File: src/rtl/padb_cfg.svh
// Constants of the converter back end: widths, stage count, timing counts.
// Assumes inclusion by every design file that needs a figure.
`ifndef PADB_CFG_SVH
`define PADB_CFG_SVH

`define PADB_SAMPLE_BITS 10
`define PADB_CODE_BITS 2
`define PADB_STAGES 9
`define PADB_MDAC_STAGES 8
`define PADB_LAST_STAGE 8
// Sample-clock cycles from the sample to the word on the bus.
`define PADB_LATENCY 7
// Sample-clock cycles whose words are discarded after power-up.
`define PADB_WARMUP 5'h14
`define PADB_WARMUP_W 5
`define PADB_BUF_DEPTH 2
`define PADB_SUM_OVER 10
`define PADB_FULL_SCALE 10'h3FF

`endif

File: src/rtl/padb_pkg.sv
// Types shared by the converter back end.
// Assumes padb_cfg.svh is on the include path.
`include "padb_cfg.svh"

package padb_pkg;
    typedef logic [`PADB_CODE_BITS-1:0] padb_code_t;
    typedef logic [`PADB_SAMPLE_BITS-1:0] padb_sample_t;
    typedef logic [`PADB_SAMPLE_BITS:0] padb_sum_t;
    // Sampling phase and holding phase of the internal two-phase clock.
    typedef enum logic {PADB_PH_SAMPLE, PADB_PH_HOLD} padb_phase_t;
endpackage

File: src/rtl/padb_backend.sv
// Digital back end of a 10-bit pipelined converter: phase generation, stage capture,
// alignment, error correction, format, output latching and a two-entry output buffer.
// Assumes the stage codes arrive synchronous to clk in the phase that drives each stage.
`timescale 1ns/100ps
`default_nettype none
`include "padb_cfg.svh"

module padb_backend (
    // Clock and reset
    input wire logic clk,
    input wire logic sys_rst,
    // Stage codes from the analog pipeline, stage 0 first
    input wire padb_pkg::padb_code_t stage_code [`PADB_STAGES],
    // Internal sampling phases
    output logic phi1,
    output logic phi2,
    // Format and output enable
    input wire logic output_format_select,
    input wire logic output_enable_n,
    // Sample stream
    output padb_pkg::padb_sample_t sample_word,
    output logic sample_word_oe,
    output logic sample_valid,
    input wire logic sample_ready
);
    padb_pkg::padb_phase_t phase_reg;
    padb_pkg::padb_phase_t phase_next;
    padb_pkg::padb_code_t cap_reg [`PADB_STAGES];
    padb_pkg::padb_code_t aligned [`PADB_STAGES];
    padb_pkg::padb_sum_t corr_sum;
    padb_pkg::padb_sample_t corr_clamped;
    padb_pkg::padb_sample_t corr_reg;
    padb_pkg::padb_sample_t latch1_reg;
    padb_pkg::padb_sample_t latch1_next;
    padb_pkg::padb_sample_t buf_reg [`PADB_BUF_DEPTH];
    logic [`PADB_WARMUP_W-1:0] warm_cnt_reg;
    logic buf_wr_reg;
    logic buf_rd_reg;
    logic [1:0] buf_cnt_reg;
    logic [1:0] buf_cnt_next;
    wire logic run;
    wire logic adv;
    wire logic warm;
    wire logic push;
    wire logic pop;
    wire logic buf_full;

    // A stall from the receiver that fills the buffer freezes the whole back end, phases included, so no word is dropped.
    assign buf_full = (buf_cnt_reg == 2'(`PADB_BUF_DEPTH));
    assign run = !buf_full;
    assign phi1 = (phase_reg == padb_pkg::PADB_PH_SAMPLE) && run;
    assign phi2 = (phase_reg == padb_pkg::PADB_PH_HOLD) && run;
    assign adv = phi2;
    assign warm = (warm_cnt_reg == `PADB_WARMUP);
    assign push = adv && warm;
    assign pop = sample_valid && sample_ready;

    always_comb begin
        phase_next = phase_reg;
        if (run) begin
            unique case (phase_reg)
                padb_pkg::PADB_PH_SAMPLE: phase_next = padb_pkg::PADB_PH_HOLD;
                padb_pkg::PADB_PH_HOLD: phase_next = padb_pkg::PADB_PH_SAMPLE;
            endcase
        end
    end

    always_ff @(posedge clk) begin
        if (sys_rst) begin
            phase_reg <= padb_pkg::PADB_PH_SAMPLE;
        end else begin
            phase_reg <= phase_next;
        end
    end

    // Even stages take their code in the sampling phase, odd ones in the holding phase.
    // Stage k's code for a sample arrives k/2 sample cycles late. An odd stage is taken on the same edge that
    // steps the line, so it loses one step there and its line is one step shorter than its even neighbour's.
    for (genvar k = 0; k < `PADB_STAGES; k++) begin : g_stage
        wire logic cap_en;
        assign cap_en = (k % 2 == 0) ? phi1 : phi2;
        always_ff @(posedge clk) begin
            if (sys_rst) begin
                cap_reg[k] <= '0;
            end else if (cap_en) begin
                cap_reg[k] <= stage_code[k];
            end
        end
        padb_stage_delay #(
            .DEPTH((`PADB_LAST_STAGE - k) / 2)
        ) u_delay (
            .clk(clk),
            .sys_rst(sys_rst),
            .adv(adv),
            .d(cap_reg[k]),
            .q(aligned[k])
        );
    end

    // Overlapping two-bit codes add with one bit of overlap; the redundancy absorbs comparator error.
    always_comb begin
        corr_sum = '0;
        for (int k = 0; k < `PADB_MDAC_STAGES; k++) begin
            corr_sum = corr_sum + (padb_pkg::padb_sum_t'(aligned[k]) << (`PADB_LAST_STAGE - k));
        end
        corr_sum = corr_sum + padb_pkg::padb_sum_t'(aligned[`PADB_LAST_STAGE]);
    end

    // Illegal codes can push the sum past full scale; it saturates rather than wrapping.
    assign corr_clamped = corr_sum[`PADB_SUM_OVER] ? `PADB_FULL_SCALE : corr_sum[`PADB_SAMPLE_BITS-1:0];
    assign latch1_next = {corr_reg[`PADB_SAMPLE_BITS-1] ^ output_format_select,
                          corr_reg[`PADB_SAMPLE_BITS-2:0]};

    always_ff @(posedge clk) begin
        if (sys_rst) begin
            corr_reg <= '0;
            latch1_reg <= '0;
        end else if (adv) begin
            corr_reg <= corr_clamped;
            latch1_reg <= latch1_next;
        end
    end

    // The warm-up count saturates, so one reset gives one discard window.
    always_ff @(posedge clk) begin
        if (sys_rst) begin
            warm_cnt_reg <= '0;
        end else if (adv && !warm) begin
            warm_cnt_reg <= warm_cnt_reg + `PADB_WARMUP_W'(1);
        end
    end

    // The buffer is the second output latch; its head drives the bus.
    assign buf_cnt_next = buf_cnt_reg + 2'(push) - 2'(pop);

    always_ff @(posedge clk) begin
        if (sys_rst) begin
            buf_wr_reg <= 1'b0;
            buf_rd_reg <= 1'b0;
            buf_cnt_reg <= '0;
            for (int i = 0; i < `PADB_BUF_DEPTH; i++) begin
                buf_reg[i] <= '0;
            end
        end else begin
            if (push) begin
                buf_reg[buf_wr_reg] <= latch1_reg;
                buf_wr_reg <= !buf_wr_reg;
            end
            if (pop) begin
                buf_rd_reg <= !buf_rd_reg;
            end
            buf_cnt_reg <= buf_cnt_next;
        end
    end

    assign sample_word = buf_reg[buf_rd_reg];
    assign sample_valid = (buf_cnt_reg != 2'h0);
    assign sample_word_oe = !output_enable_n;

    chk_phase_excl: assert property (@(posedge clk) disable iff (sys_rst) !(phi1 && phi2))
        else $error("Sampling and holding phases overlap.");
    chk_phase_alt: assert property (@(posedge clk) disable iff (sys_rst)
        phi1 |=> (phi2 || buf_full))
        else $error("Holding phase does not follow sampling phase.");
    chk_stall_freeze: assert property (@(posedge clk) disable iff (sys_rst)
        buf_full |=> $stable(phase_reg) && $stable(corr_reg))
        else $error("Pipeline moved while the buffer was full.");
    chk_corr_value: assert property (@(posedge clk) disable iff (sys_rst)
        adv |=> corr_reg == $past(corr_clamped))
        else $error("Corrected sample not latched on the sample edge.");
    chk_format_msb: assert property (@(posedge clk) disable iff (sys_rst)
        adv |=> (latch1_reg ^ $past(corr_reg)) == {$past(output_format_select), 9'h000})
        else $error("Format conversion changed more than the top bit.");
    chk_warmup_none: assert property (@(posedge clk) disable iff (sys_rst)
        (warm_cnt_reg < `PADB_WARMUP) |-> !push)
        else $error("Word pushed inside the power-up window.");
    chk_oe_follow: assert property (@(posedge clk) disable iff (sys_rst)
        sample_word_oe == !output_enable_n)
        else $error("Output enable does not follow the enable input.");
    chk_hold_word: assert property (@(posedge clk) disable iff (sys_rst)
        sample_valid && !sample_ready |=> sample_valid && $stable(sample_word))
        else $error("Stalled output word changed or vanished.");
    chk_push_lands: assert property (@(posedge clk) disable iff (sys_rst)
        push && !sample_valid |=> sample_valid && sample_word == $past(latch1_reg))
        else $error("Pushed word did not reach the bus on the next edge.");
    chk_steady_rate: assert property (@(posedge clk) disable iff (sys_rst)
        push ##1 !buf_full |-> ##1 phi2 || buf_full)
        else $error("Sample cadence broken without a stall.");
    chk_pop_step: assert property (@(posedge clk) disable iff (sys_rst)
        pop && !push |=> buf_cnt_reg == $past(buf_cnt_reg) - 2'h1)
        else $error("Buffer count did not drop after a pop.");
    chk_count_bound: assert property (@(posedge clk) disable iff (sys_rst)
        buf_cnt_reg <= 2'(`PADB_BUF_DEPTH))
        else $error("Buffer count beyond its depth.");
    chk_latch_store: assert property (@(posedge clk) disable iff (sys_rst)
        push |=> buf_reg[$past(buf_wr_reg)] == $past(latch1_reg))
        else $error("Second latch did not store the first latch word.");
    // A reset in mid-stream must empty the buffer at once, so no stale word leaks past the warm-up.
    chk_reset_idle: assert property (@(posedge clk) disable iff (sys_rst)
        $fell(sys_rst) |-> (!sample_valid) [*8])
        else $error("Word offered right after reset.");

    cov_first_word: cover property (@(posedge clk) disable iff (sys_rst) $rose(warm) ##[1:4] sample_valid);
    cov_buffer_full: cover property (@(posedge clk) disable iff (sys_rst) buf_full ##1 pop);
    cov_twos_comp: cover property (@(posedge clk) disable iff (sys_rst) push && output_format_select);
    cov_over_range: cover property (@(posedge clk) disable iff (sys_rst) adv && corr_sum[`PADB_SUM_OVER]);
    cov_reset_restart: cover property (@(posedge clk) $fell(sys_rst) ##[40:48] sample_valid);
endmodule
`default_nettype wire

File: src/rtl/padb_stage_delay.sv
// Per-stage digital delay line of the alignment network.
// Assumes adv is a one-cycle enable marking the end of each sample cycle.
`timescale 1ns/100ps
`default_nettype none
`include "padb_cfg.svh"

module padb_stage_delay #(
    parameter int DEPTH = 1
) (
    // Clock and reset
    input wire logic clk,
    input wire logic sys_rst,
    // Shift control and data
    input wire logic adv,
    input wire padb_pkg::padb_code_t d,
    output padb_pkg::padb_code_t q
);
    generate
        if (DEPTH == 0) begin : g_pass
            assign q = d;
        end else begin : g_line
            padb_pkg::padb_code_t line_reg [DEPTH];
            always_ff @(posedge clk) begin
                if (sys_rst) begin
                    for (int i = 0; i < DEPTH; i++) begin
                        line_reg[i] <= '0;
                    end
                end else if (adv) begin
                    line_reg[0] <= d;
                    for (int i = 1; i < DEPTH; i++) begin
                        line_reg[i] <= line_reg[i-1];
                    end
                end
            end
            assign q = line_reg[DEPTH-1];
        end
    endgenerate
endmodule
`default_nettype wire

File: config.mk
export PLATFORM = sky130hd
export DESIGN_NAME = padb_backend
export DESIGN_NICKNAME = d
export VERILOG_FILES = /design/src/rtl/padb_pkg.sv /design/src/rtl/padb_backend.sv /design/src/rtl/padb_stage_delay.sv
export VERILOG_INCLUDE_DIRS = /design/src /design/src/rtl
export SDC_FILE = /design/constraint.sdc
export NUM_CORES = 1
export LEC_CHECK = 0
export BUFFER_PORTS_ARGS = -buffer_cell sky130_fd_sc_hd__buf_2
export CAP_MARGIN = 10
export CORE_UTILIZATION = 40
export DETAILED_ROUTE_END_ITERATION = 16
export GPL_TIMING_DRIVEN = 0
export RECOVER_POWER = 50
export SLEW_MARGIN = 40
export SYNTH_ARGS = -nofsm -noshare
export SYNTH_HDL_FRONTEND = slang
export SYNTH_SLANG_ARGS = --single-unit
File: constraint.sdc
create_clock -name clk -period 3.3 [get_ports clk]
set_input_delay 0.33 -clock clk [delete_from_list [all_inputs] [get_ports clk]]
set_output_delay 0.33 -clock clk [all_outputs]
set_load 0.005 [all_outputs]
==> flow_metrics.py, run 1 <==
metrics = {
    "finish": {
        "final_cells": 538,
        "layout_commonest_cell": "edfxtp_1",
        "utilization_pct": 46.5,
        "drive_gt1_share_pct": 17.2,
        "nets": 433,
        "antenna_cells": 0,
        "layout_common_cells": "70 x edfxtp_1, 40 x and2_0, 33 x buf_2",
        "largest_register_ffs": 32,
        "area_growth_pct": 12.1,
    },
    "clocking": {
        "clkSinkCount": 101,
        "cts_resized": 0,
        "cts_max_level": 3,
        "path_clk_slew_ns": 0.10,
        "cts_setup_buffers": 0,
        "worstSkewPairLatency_ns": 0.36,
        "cts_tree": "done",
        "cts_root_buf": "clkbuf_8",
        "ctsHoldBuffers": 0,
        "cts_max_path_buffers": 2,
        "cts-buffers-inserted": 9,
    },
    "placement": {
        "gp_congestion": 0.784,
        "dp_hpwl_um": 4630,
        "numPortBuffers": 36,
        "dp.cells": 522,
        "pre_cts_ws_ns": 0.960,
    },
    "global_routing": {
        "grt_use_met1_pct": 15.6,
        "grt_pass1_wl_um": 11100,
        "busiest_layer": "met2",
        "grt_max_degree": 41,
        "met2_usage_pct": 22.1,
        "track_usage_pct": 12.8,
        "grt_pass1_vias": 2428,
        "antenna_found_initial": 0,
        "gr-usage-met3_pct": 2.39,
        "grt-ovfl-total": 0,
    },
    "drt": {
        "num_vias": 2497,
        "dr.pass1.iters": 6,
        "wl_per_cell_um": 12.3,
        "drt-total-wl_um": 6610,
        "ant_nets": 0,
        "first_iter_violations": 45,
        "vias_per_cell": 4.64,
        "drc": 0,
    },
    "worst_setup_path": {
        "required_ns": 2.97,
        "crit_fanout": 10,
        "critPathLaunchType": "register",
        "crit_type": "register to output pin",
        "critPathArrivalTime_ns": 1.80,
        "crit_path_end_kind": "output pin",
        "rr_worst_depth": 5,
    },
    "synth": {
        "synth_seq_cells": 101,
        "synth_cells": 350,
        "ys.flop_type": "edfxtp_1",
        "yosysSeqAreaShare_pct": 63.0,
        "synth_warnings": 0,
        "synth_async_sr_flop_share_pct": 0,
        "synth.distinct_cells": 45,
        "synth_nets": 386,
        "synth.avg_cell_area_um2": 12.3,
        "synth.cell_area_um2": 4320,
        "synth_edf_count": 70,
    },
    "power_and_ir_drop": {
        "power_density_nw_per_um2": 696,
        "power_leakage_nw": 1.87,
        "ir_worst_vdd_mv": 0.254,
    },
    "timing": {
        "fin_skew_ns": 0.0113,
        "grt_setup_unrepaired": "false",
        "fmaxAchievable_ghz": 0.470,
        "hold_ws_ns": 0.238,
        "fin_crit_ns": 2.13,
        "relSlewSlack_pct": 19.5,
        "fin_crit_sh_pct": 64.4,
        "setup_slack_ns": 1.17,
        "setup_violations": 0,
        "finalSetupTns_ns": 0,
        "slew_viol_final": 0,
        "worstMarginPinSlew_ns": 1.20,
        "finalHoldViolations": 0,
    },
    "die": {
        "core_area_um2": 10400,
        "initial_core_util_pct": 41.5,
        "dieArea_um2": 11200,
        "io_pins": 37,
        "row_count": 37,
        "dieWidth_um": 106,
        "die-height_um": 106,
    },
    "worst_hold_path": {
        "min-delay-path-class": "input port to register",
        "hold_depth": 2,
    },
    "job": {
        "maxCapViolations": 0,
    },
    "run_status": {
        "status": "completed",
    },
}
[final timing paths]
path	from	to	slack, ns
hold / removal	stage_code[3]	cap_reg[7][1]	0.24
hold reg to reg	corr_reg[6]	latch1_reg[6]	0.46
setup reg to reg	buf_cnt_reg[0]	buf_reg[0][4]	1.21
setup / recovery	buf_cnt_reg[0]	phi2	1.17
[critical path: stages (launching register included)]
cell	delay [ns]
dfxtp_1	0.37
nand2b_1	0.15
nand2_1	0.12
inv_1	0.22
clkbuf_1	0.37
buf_2	0.20
[stage by stage]
step	power (mW)	instance area (um^2)
floorplan	2.46	4320
global route	3.60	4840
detailed placement	2.72	4690
global placement	2.69	4670
CTS	3.44	4870
finish	3.37	4840
[area by class of cell]
cell class	instances	area, um^2
Clock buffer	10	138
Clock inverter	6	47.5
Timing Repair Buffer	36	178
Inverter	10	37.5
Buffer	13	48.8
Sequential cell	101	2720
Multi-Input combinational cell	226	1500
Fill cell	985	5570
Tap cell	136	170
[synthesized netlist by cell type (2+ instances only)]
| library cell | n | area share (%) |
|---|---|---|
| and2_1 | 71 | 10 |
| edfxtp_1 | 70 | 49 |
| dfxtp_1 | 31 | 14 |
| nand2_1 | 26 | 2.3 |
| nor2_1 | 22 | 1.9 |
| a21oi_1 | 14 | 1.6 |
| ha_1 | 12 | 3.5 |
| mux2_2 | 10 | 2.6 |
| clkbuf_1 | 9 | 0.78 |
| inv_1 | 9 | 0.78 |
| xnor2_1 | 7 | 1.4 |
| xor2_1 | 7 | 1.4 |
| a211oi_1 | 6 | 1.0 |
| o21ai_0 | 6 | 0.69 |
| nor3_1 | 5 | 0.58 |
| nand2b_1 | 4 | 0.58 |
| a21o_1 | 3 | 0.52 |
| nand4_1 | 3 | 0.43 |
| or2_2 | 3 | 0.43 |
| a211oi_2 | 2 | 0.58 |
| a31oi_1 | 2 | 0.29 |
| buf_1 | 2 | 0.17 |
| buf_2 | 2 | 0.23 |
| nor2b_1 | 2 | 0.29 |
| o21bai_1 | 2 | 0.35 |
[report_power, final]
part	total [mW]	switching [mW]	internal (mW)
logic	0.853	0.503	0.350
clock network	0.723	0.424	0.299
registers	1.79	0.109	1.69
[kinds of logic after synthesis]
group / after synthesis / share of synthesized area [%]
AO/OA/AOI/OAI: 43 / 6.89
XOR/XNOR: 14 / 2.84
adder cells (fa/ha/maj): 13 / 3.94
buffers and inverters: 23 / 2.06
flip-flops: 101 / 63.0
multiplexers: 10 / 2.61
AND/OR/NAND/NOR: 146 / 18.7
[metal layers]
metal	routed length [um]	share of wire, %
met1	3210	49
met2	3160	48
met3	148	2.2
met4	92	1.4
met5	0	0
Note: power is estimated with default switching activity, not from simulation.
==> inputs of run 2 (changes only) <==
==> constraint.sdc (replaced) <==
create_clock -name clk -period 1.8 [get_ports clk]
set_input_delay 0.18 -clock clk [delete_from_list [all_inputs] [get_ports clk]]
set_output_delay 0.18 -clock clk [all_outputs]
set_load 0.005 [all_outputs]
==> flow_metrics.py, run 2 (synthesis results as in run 1) <==
metrics = {
    "drt": {
        "drt-total-wl_um": 7050,
        "drc": 0,
        "wl_per_cell_um": 12.9,
        "wl_met2_um": 3440,
        "first_iter_violations": 57,
        "dr.pass1.iters": 4,
        "num_vias": 2593,
        "routed.top_layer": "met4",
        "wl_met1_um": 3110,
        "vias_per_cell": 4.75,
        "ant_nets": 0,
        "met3_length_um": 280,
    },
    "worst_setup_path": {
        "crit_type": "register to register",
        "crit_path_end_kind": "register",
        "rrSetupSlack_ns": -0.007,
        "critPathArrivalTime_ns": 2.08,
        "critPathLaunchType": "register",
        "rr_worst_depth": 8,
        "worstSetupStartpoint": "cap_reg[8][1]",
        "reg2reg_to": "corr_reg[7]",
        "required_ns": 2.08,
        "critPathCapture": "corr_reg[7]",
        "crit_fanout": 4,
        "reg2reg_from": "cap_reg[8][1]",
    },
    "clocking": {
        "cts-buffers-inserted": 9,
        "path_clk_slew_ns": 0.10,
        "worstSkewPairLatency_ns": 0.36,
        "ctsHoldBuffers": 0,
        "cts_root_buf": "clkbuf_8",
        "clkSinkCount": 101,
        "cts_max_level": 3,
        "cts_tree": "done",
        "cts_max_path_buffers": 2,
    },
    "power_and_ir_drop": {
        "pwr-share-comb_pct": 28.1,
        "power_density_nw_per_um2": 1310,
        "swShare_pct": 30.6,
        "power_leakage_nw": 2.01,
        "p_clk_share_pct": 21.8,
        "p_total_mw": 6.73,
        "internal-power_mw": 4.67,
        "seqPwrFrac_pct": 50.1,
        "p_switching_mw": 2.06,
        "ir_worst_vdd_mv": 0.494,
    },
    "finish": {
        "nets": 441,
        "layout_common_cells": "70 x edfxtp_1, 60 x and2_1, 37 x buf_2",
        "final_cells": 546,
        "antenna_cells": 0,
        "drive_gt1_share_pct": 29.5,
        "largest_register_ffs": 32,
        "layout_commonest_cell": "edfxtp_1",
        "area_growth_pct": 19.1,
        "final_area_um2": 5140,
        "utilization_pct": 49.4,
    },
    "timing": {
        "relSlewSlack_pct": 53.4,
        "worstMarginPinSlew_ns": 0.695,
        "fin_crit_ns": 1.81,
        "hold_ws_ns": 0.0819,
        "setup_violations": 2,
        "finalSetupTns_ns": -0.0125,
        "fmaxAchievable_ghz": 0.553,
        "setup_slack_ns": -0.00717,
        "slew_viol_final": 0,
        "finalHoldViolations": 0,
        "fin_skew_ns": 0.00922,
        "fin_crit_sh_pct": 100,
        "grt_setup_unrepaired": "true",
    },
    "worst_hold_path": {
        "min-delay-path-class": "input port to register",
        "hold_depth": 2,
    },
    "die": {
        "dieArea_um2": 11200,
        "dieWidth_um": 106,
        "row_count": 37,
        "io_pins": 37,
        "initial_core_util_pct": 41.5,
        "die-height_um": 106,
        "core_area_um2": 10400,
    },
    "run_status": {
        "status": "complete, but fails checks",
        "violations": "setup timing",
    },
    "global_routing": {
        "antenna_found_initial": 0,
        "track_usage_pct": 13.3,
        "grt_max_degree": 21,
        "grt_pass1_vias": 2437,
        "grt-ovfl-total": 0,
        "grt_pass1_wl_um": 11400,
    },
    "placement": {
        "numPortBuffers": 36,
        "dp.cells": 522,
        "pre_cts_ws_ns": -0.384,
        "dp_hpwl_um": 4670,
        "place_area_um2": 4690,
        "gp_congestion": 0.773,
    },
    "job": {
        "maxCapViolations": 0,
    },
}
-- run 2: changes by cell type in the layout (fill, tap and decap cells not counted), moves of 7 or more --
cell	delta
and2_1	+29
clkbuf_1	-8
ha_1	-7
and2_0	-30
-- run 2: layer usage --
layer / GRT usage, % / vias up
met1: 15.9 / 1204
li1: - / 1324
met5: 0 / -
met2: 22.3 / 49
met4: 7.54 / 0
met3: 2.94 / 16
-- run 2: worst min-delay path by stage --
| stage | start | endpoint | slack, ns |
|---|---|---|---|
| 6_report | stage_code[4] | cap_reg[6][0] | 0.08 |
| 5_1_grt | stage_code[16] | cap_reg[0][0] | 0.07 |
| 4_1_cts | stage_code[4] | cap_reg[6][0] | 0.06 |
| 3_5_place_dp | corr_reg[3] | latch1_reg[3] | 0.45 |
| 3_3_place_gp | corr_reg[3] | latch1_reg[3] | 0.44 |
| 2_1_floorplan | stage_code[16] | cap_reg[0][0] | 0.38 |
-- run 2: layout make-up --
class	count	area, um^2
Multi-Input combinational cell	227	1690
Fill cell	951	5270
Sequential cell	101	2730
Buffer	12	56.3
Timing Repair Buffer	44	255
Inverter	10	37.5
Clock buffer	10	138
Tap cell	136	170
Clock inverter	6	68.8
-- run 2: what timing repair did --
| action | in CTS | in global routing |
|---|---|---|
| endpoints found under the hold margin | 0 | 0 |
| setup buffers | 5 | 3 |
| gates cloned | 1 | 0 |
| endpoints found under the setup margin | 73 | 49 |
| gates resized for setup | 16 | 30 |
| pin swaps | 10 | 11 |
-- run 2: power by group through the flow --
stage,combinational [mW],clock (mW),sequential [mW]
after global placement,1.59,0,3.33
after floorplan,1.21,0,3.29
after global routing,2.11,1.59,3.44
final,1.89,1.47,3.37
after CTS,1.75,1.52,3.34
after detailed placement,1.63,0,3.35
-- run 2: worst max-delay path, cell delays in order, from the launching register on --
cell	delay [ns]
edfxtp_1	0.39
ha_2	0.22
inv_2	0.06
fa_2	0.21
nor2b_2	0.05
o211ai_1	0.19
a21boi_2	0.11
or4_4	0.42
o311ai_2	0.07
==> inputs of run 3 (changes only) <==
--- a/config.mk
+++ b/config.mk
@@ -12,6 +12,7 @@
 export DETAILED_ROUTE_END_ITERATION = 16
 export GPL_TIMING_DRIVEN = 0
 export RECOVER_POWER = 50
+export SKIP_LAST_GASP = 1
 export SLEW_MARGIN = 40
 export SYNTH_ARGS = -nofsm -noshare
 export SYNTH_HDL_FRONTEND = slang
==> flow_metrics.py, run 3 (synthesis results as in run 1) <==
metrics = {
    "run_status": {
        "status": "complete, but fails checks",
        "violations": "setup timing",
    },
    "timing": {
        "fin_crit_ns": 1.80,
        "slew_viol_final": 0,
        "fmaxAchievable_ghz": 0.555,
        "fin_skew_ns": 0.0112,
        "setup_slack_ns": -0.00249,
        "worstMarginPinSlew_ns": 0.708,
        "grt_setup_unrepaired": "true",
        "setup_violations": 1,
        "relSlewSlack_pct": 52.5,
        "finalHoldViolations": 0,
        "fin_crit_sh_pct": 100,
    },
    "job": {
        "maxCapViolations": 0,
    },
    "placement": {
        "gp_congestion": 0.773,
        "pre_cts_ws_ns": -0.384,
        "dp_hpwl_um": 4670,
        "dp.cells": 522,
        "numPortBuffers": 36,
        "place_area_um2": 4690,
    },
    "drt": {
        "drc": 0,
        "num_vias": 2591,
        "first_iter_violations": 46,
        "vias_per_cell": 4.75,
        "ant_nets": 0,
        "wl_per_cell_um": 12.9,
        "dr.pass1.iters": 4,
        "drt-total-wl_um": 7070,
    },
    "finish": {
        "nets": 441,
        "layout_commonest_cell": "edfxtp_1",
        "area_growth_pct": 18.9,
        "antenna_cells": 0,
        "largest_register_ffs": 32,
        "drive_gt1_share_pct": 28.8,
        "fill_cells": 954,
        "final_cells": 546,
        "layout_common_cells": "70 x edfxtp_1, 68 x and2_1, 36 x buf_2",
        "final_area_um2": 5140,
    },
    "power_and_ir_drop": {
        "power_leakage_nw": 2.01,
        "p_total_mw": 6.73,
        "ir_worst_vdd_mv": 0.496,
        "power_density_nw_per_um2": 1310,
    },
    "global_routing": {
        "grt_pass1_vias": 2437,
        "track_usage_pct": 13.3,
        "grt_max_degree": 21,
        "antenna_found_initial": 0,
        "grt_pass1_wl_um": 11400,
        "grt-ovfl-total": 0,
    },
    "clocking": {
        "clkSinkCount": 101,
        "path_clk_slew_ns": 0.10,
        "cts_tree": "done",
        "cts-buffers-inserted": 9,
        "ctsHoldBuffers": 0,
        "cts_root_buf": "clkbuf_8",
        "cts_max_path_buffers": 2,
        "worstSkewPairLatency_ns": 0.37,
        "cts_max_level": 3,
    },
    "die": {
        "initial_core_util_pct": 41.5,
        "row_count": 37,
        "dieArea_um2": 11200,
        "dieWidth_um": 106,
        "io_pins": 37,
        "die-height_um": 106,
        "core_area_um2": 10400,
    },
    "worst_setup_path": {
        "crit_fanout": 3,
        "crit_type": "register to register",
        "rr_worst_depth": 7,
        "crit_path_end_kind": "register",
        "critPathArrivalTime_ns": 2.07,
        "required_ns": 2.06,
        "critPathLaunchType": "register",
    },
    "worst_hold_path": {
        "min-delay-path-class": "input port to register",
        "hold_depth": 2,
    },
}
-- run 3: cell types whose count changed in the layout (fill, tap and decap cells not counted), sizes merged --
cell | before | now
buf | 45 | 44
clkbuf | 21 | 22
-- run 3: layout make-up --
cell class                 instances  area [um^2]  area share, %
buffer                            12         56.3           1.10
clock buffer                      10          138           2.68
clock inverter                     6         68.8           1.34
inverter                          10         37.5          0.731
multi-input combinational        227         1680           32.7
sequential                       101         2730           53.2
tap                              136          170           3.31
timing repair buffer              44          255           4.97
-- run 3: repair_timing --
action,in CTS,in global routing
buffers inserted,5,3
endpoints found under the setup margin,73,57
gates resized for setup,14,29
cloned,1,0
pin swaps,10,11
hold endpoints to repair,0,0
-- run 3: through the flow --
| step | hold slack (ns) | utilization, % | setup TNS [ns] |
|---|---|---|---|
| 2_1_floorplan | 0.378 | - | 0 |
| 3_5_place_dp | 0.447 | 45.0 | -19.32 |
| 3_3_place_gp | 0.443 | 44.9 | -32.77 |
| 5_1_grt | 0.0664 | 49.3 | -3.54 |
| 6_report | 0.0821 | 49.3 | -0.00249 |
| 4_1_cts | 0.0636 | 48.0 | -0.170 |
-- run 3: per-layer routing --
layer	part of all wire, %	vias to the layer above	GRT usage [%]
met4	3.0	0	7.54
li1	-	1326	-
met5	0	-	0
met3	2.8	16	2.94
met1	46	1201	15.9
met2	48	48	22.3
-- run 3: power breakdown --
group | switching, mW | internal (mW)
sequential | 0.264 | 3.11
combinational | 1.02 | 0.871
clock | 0.782 | 0.691
-- run 3: final timing paths --
path                                 endpoint  slack (ns)            from
worst max register to register    corr_reg[8]      -0.002   cap_reg[8][1]
worst max-delay path              corr_reg[8]      -0.002   cap_reg[8][1]
worst min register to register  latch1_reg[8]        0.45     corr_reg[8]
worst min-delay path            cap_reg[1][1]        0.08  stage_code[15]
-- run 3: worst max-delay path, cell delays in order (launching register included) --
cell,delay [ns]
edfxtp_1,0.39
ha_2,0.22
buf_6,0.12
a211oi_2,0.25
o21a_1,0.19
o2111a_2,0.30
a211oi_2,0.06
a21o_1,0.17
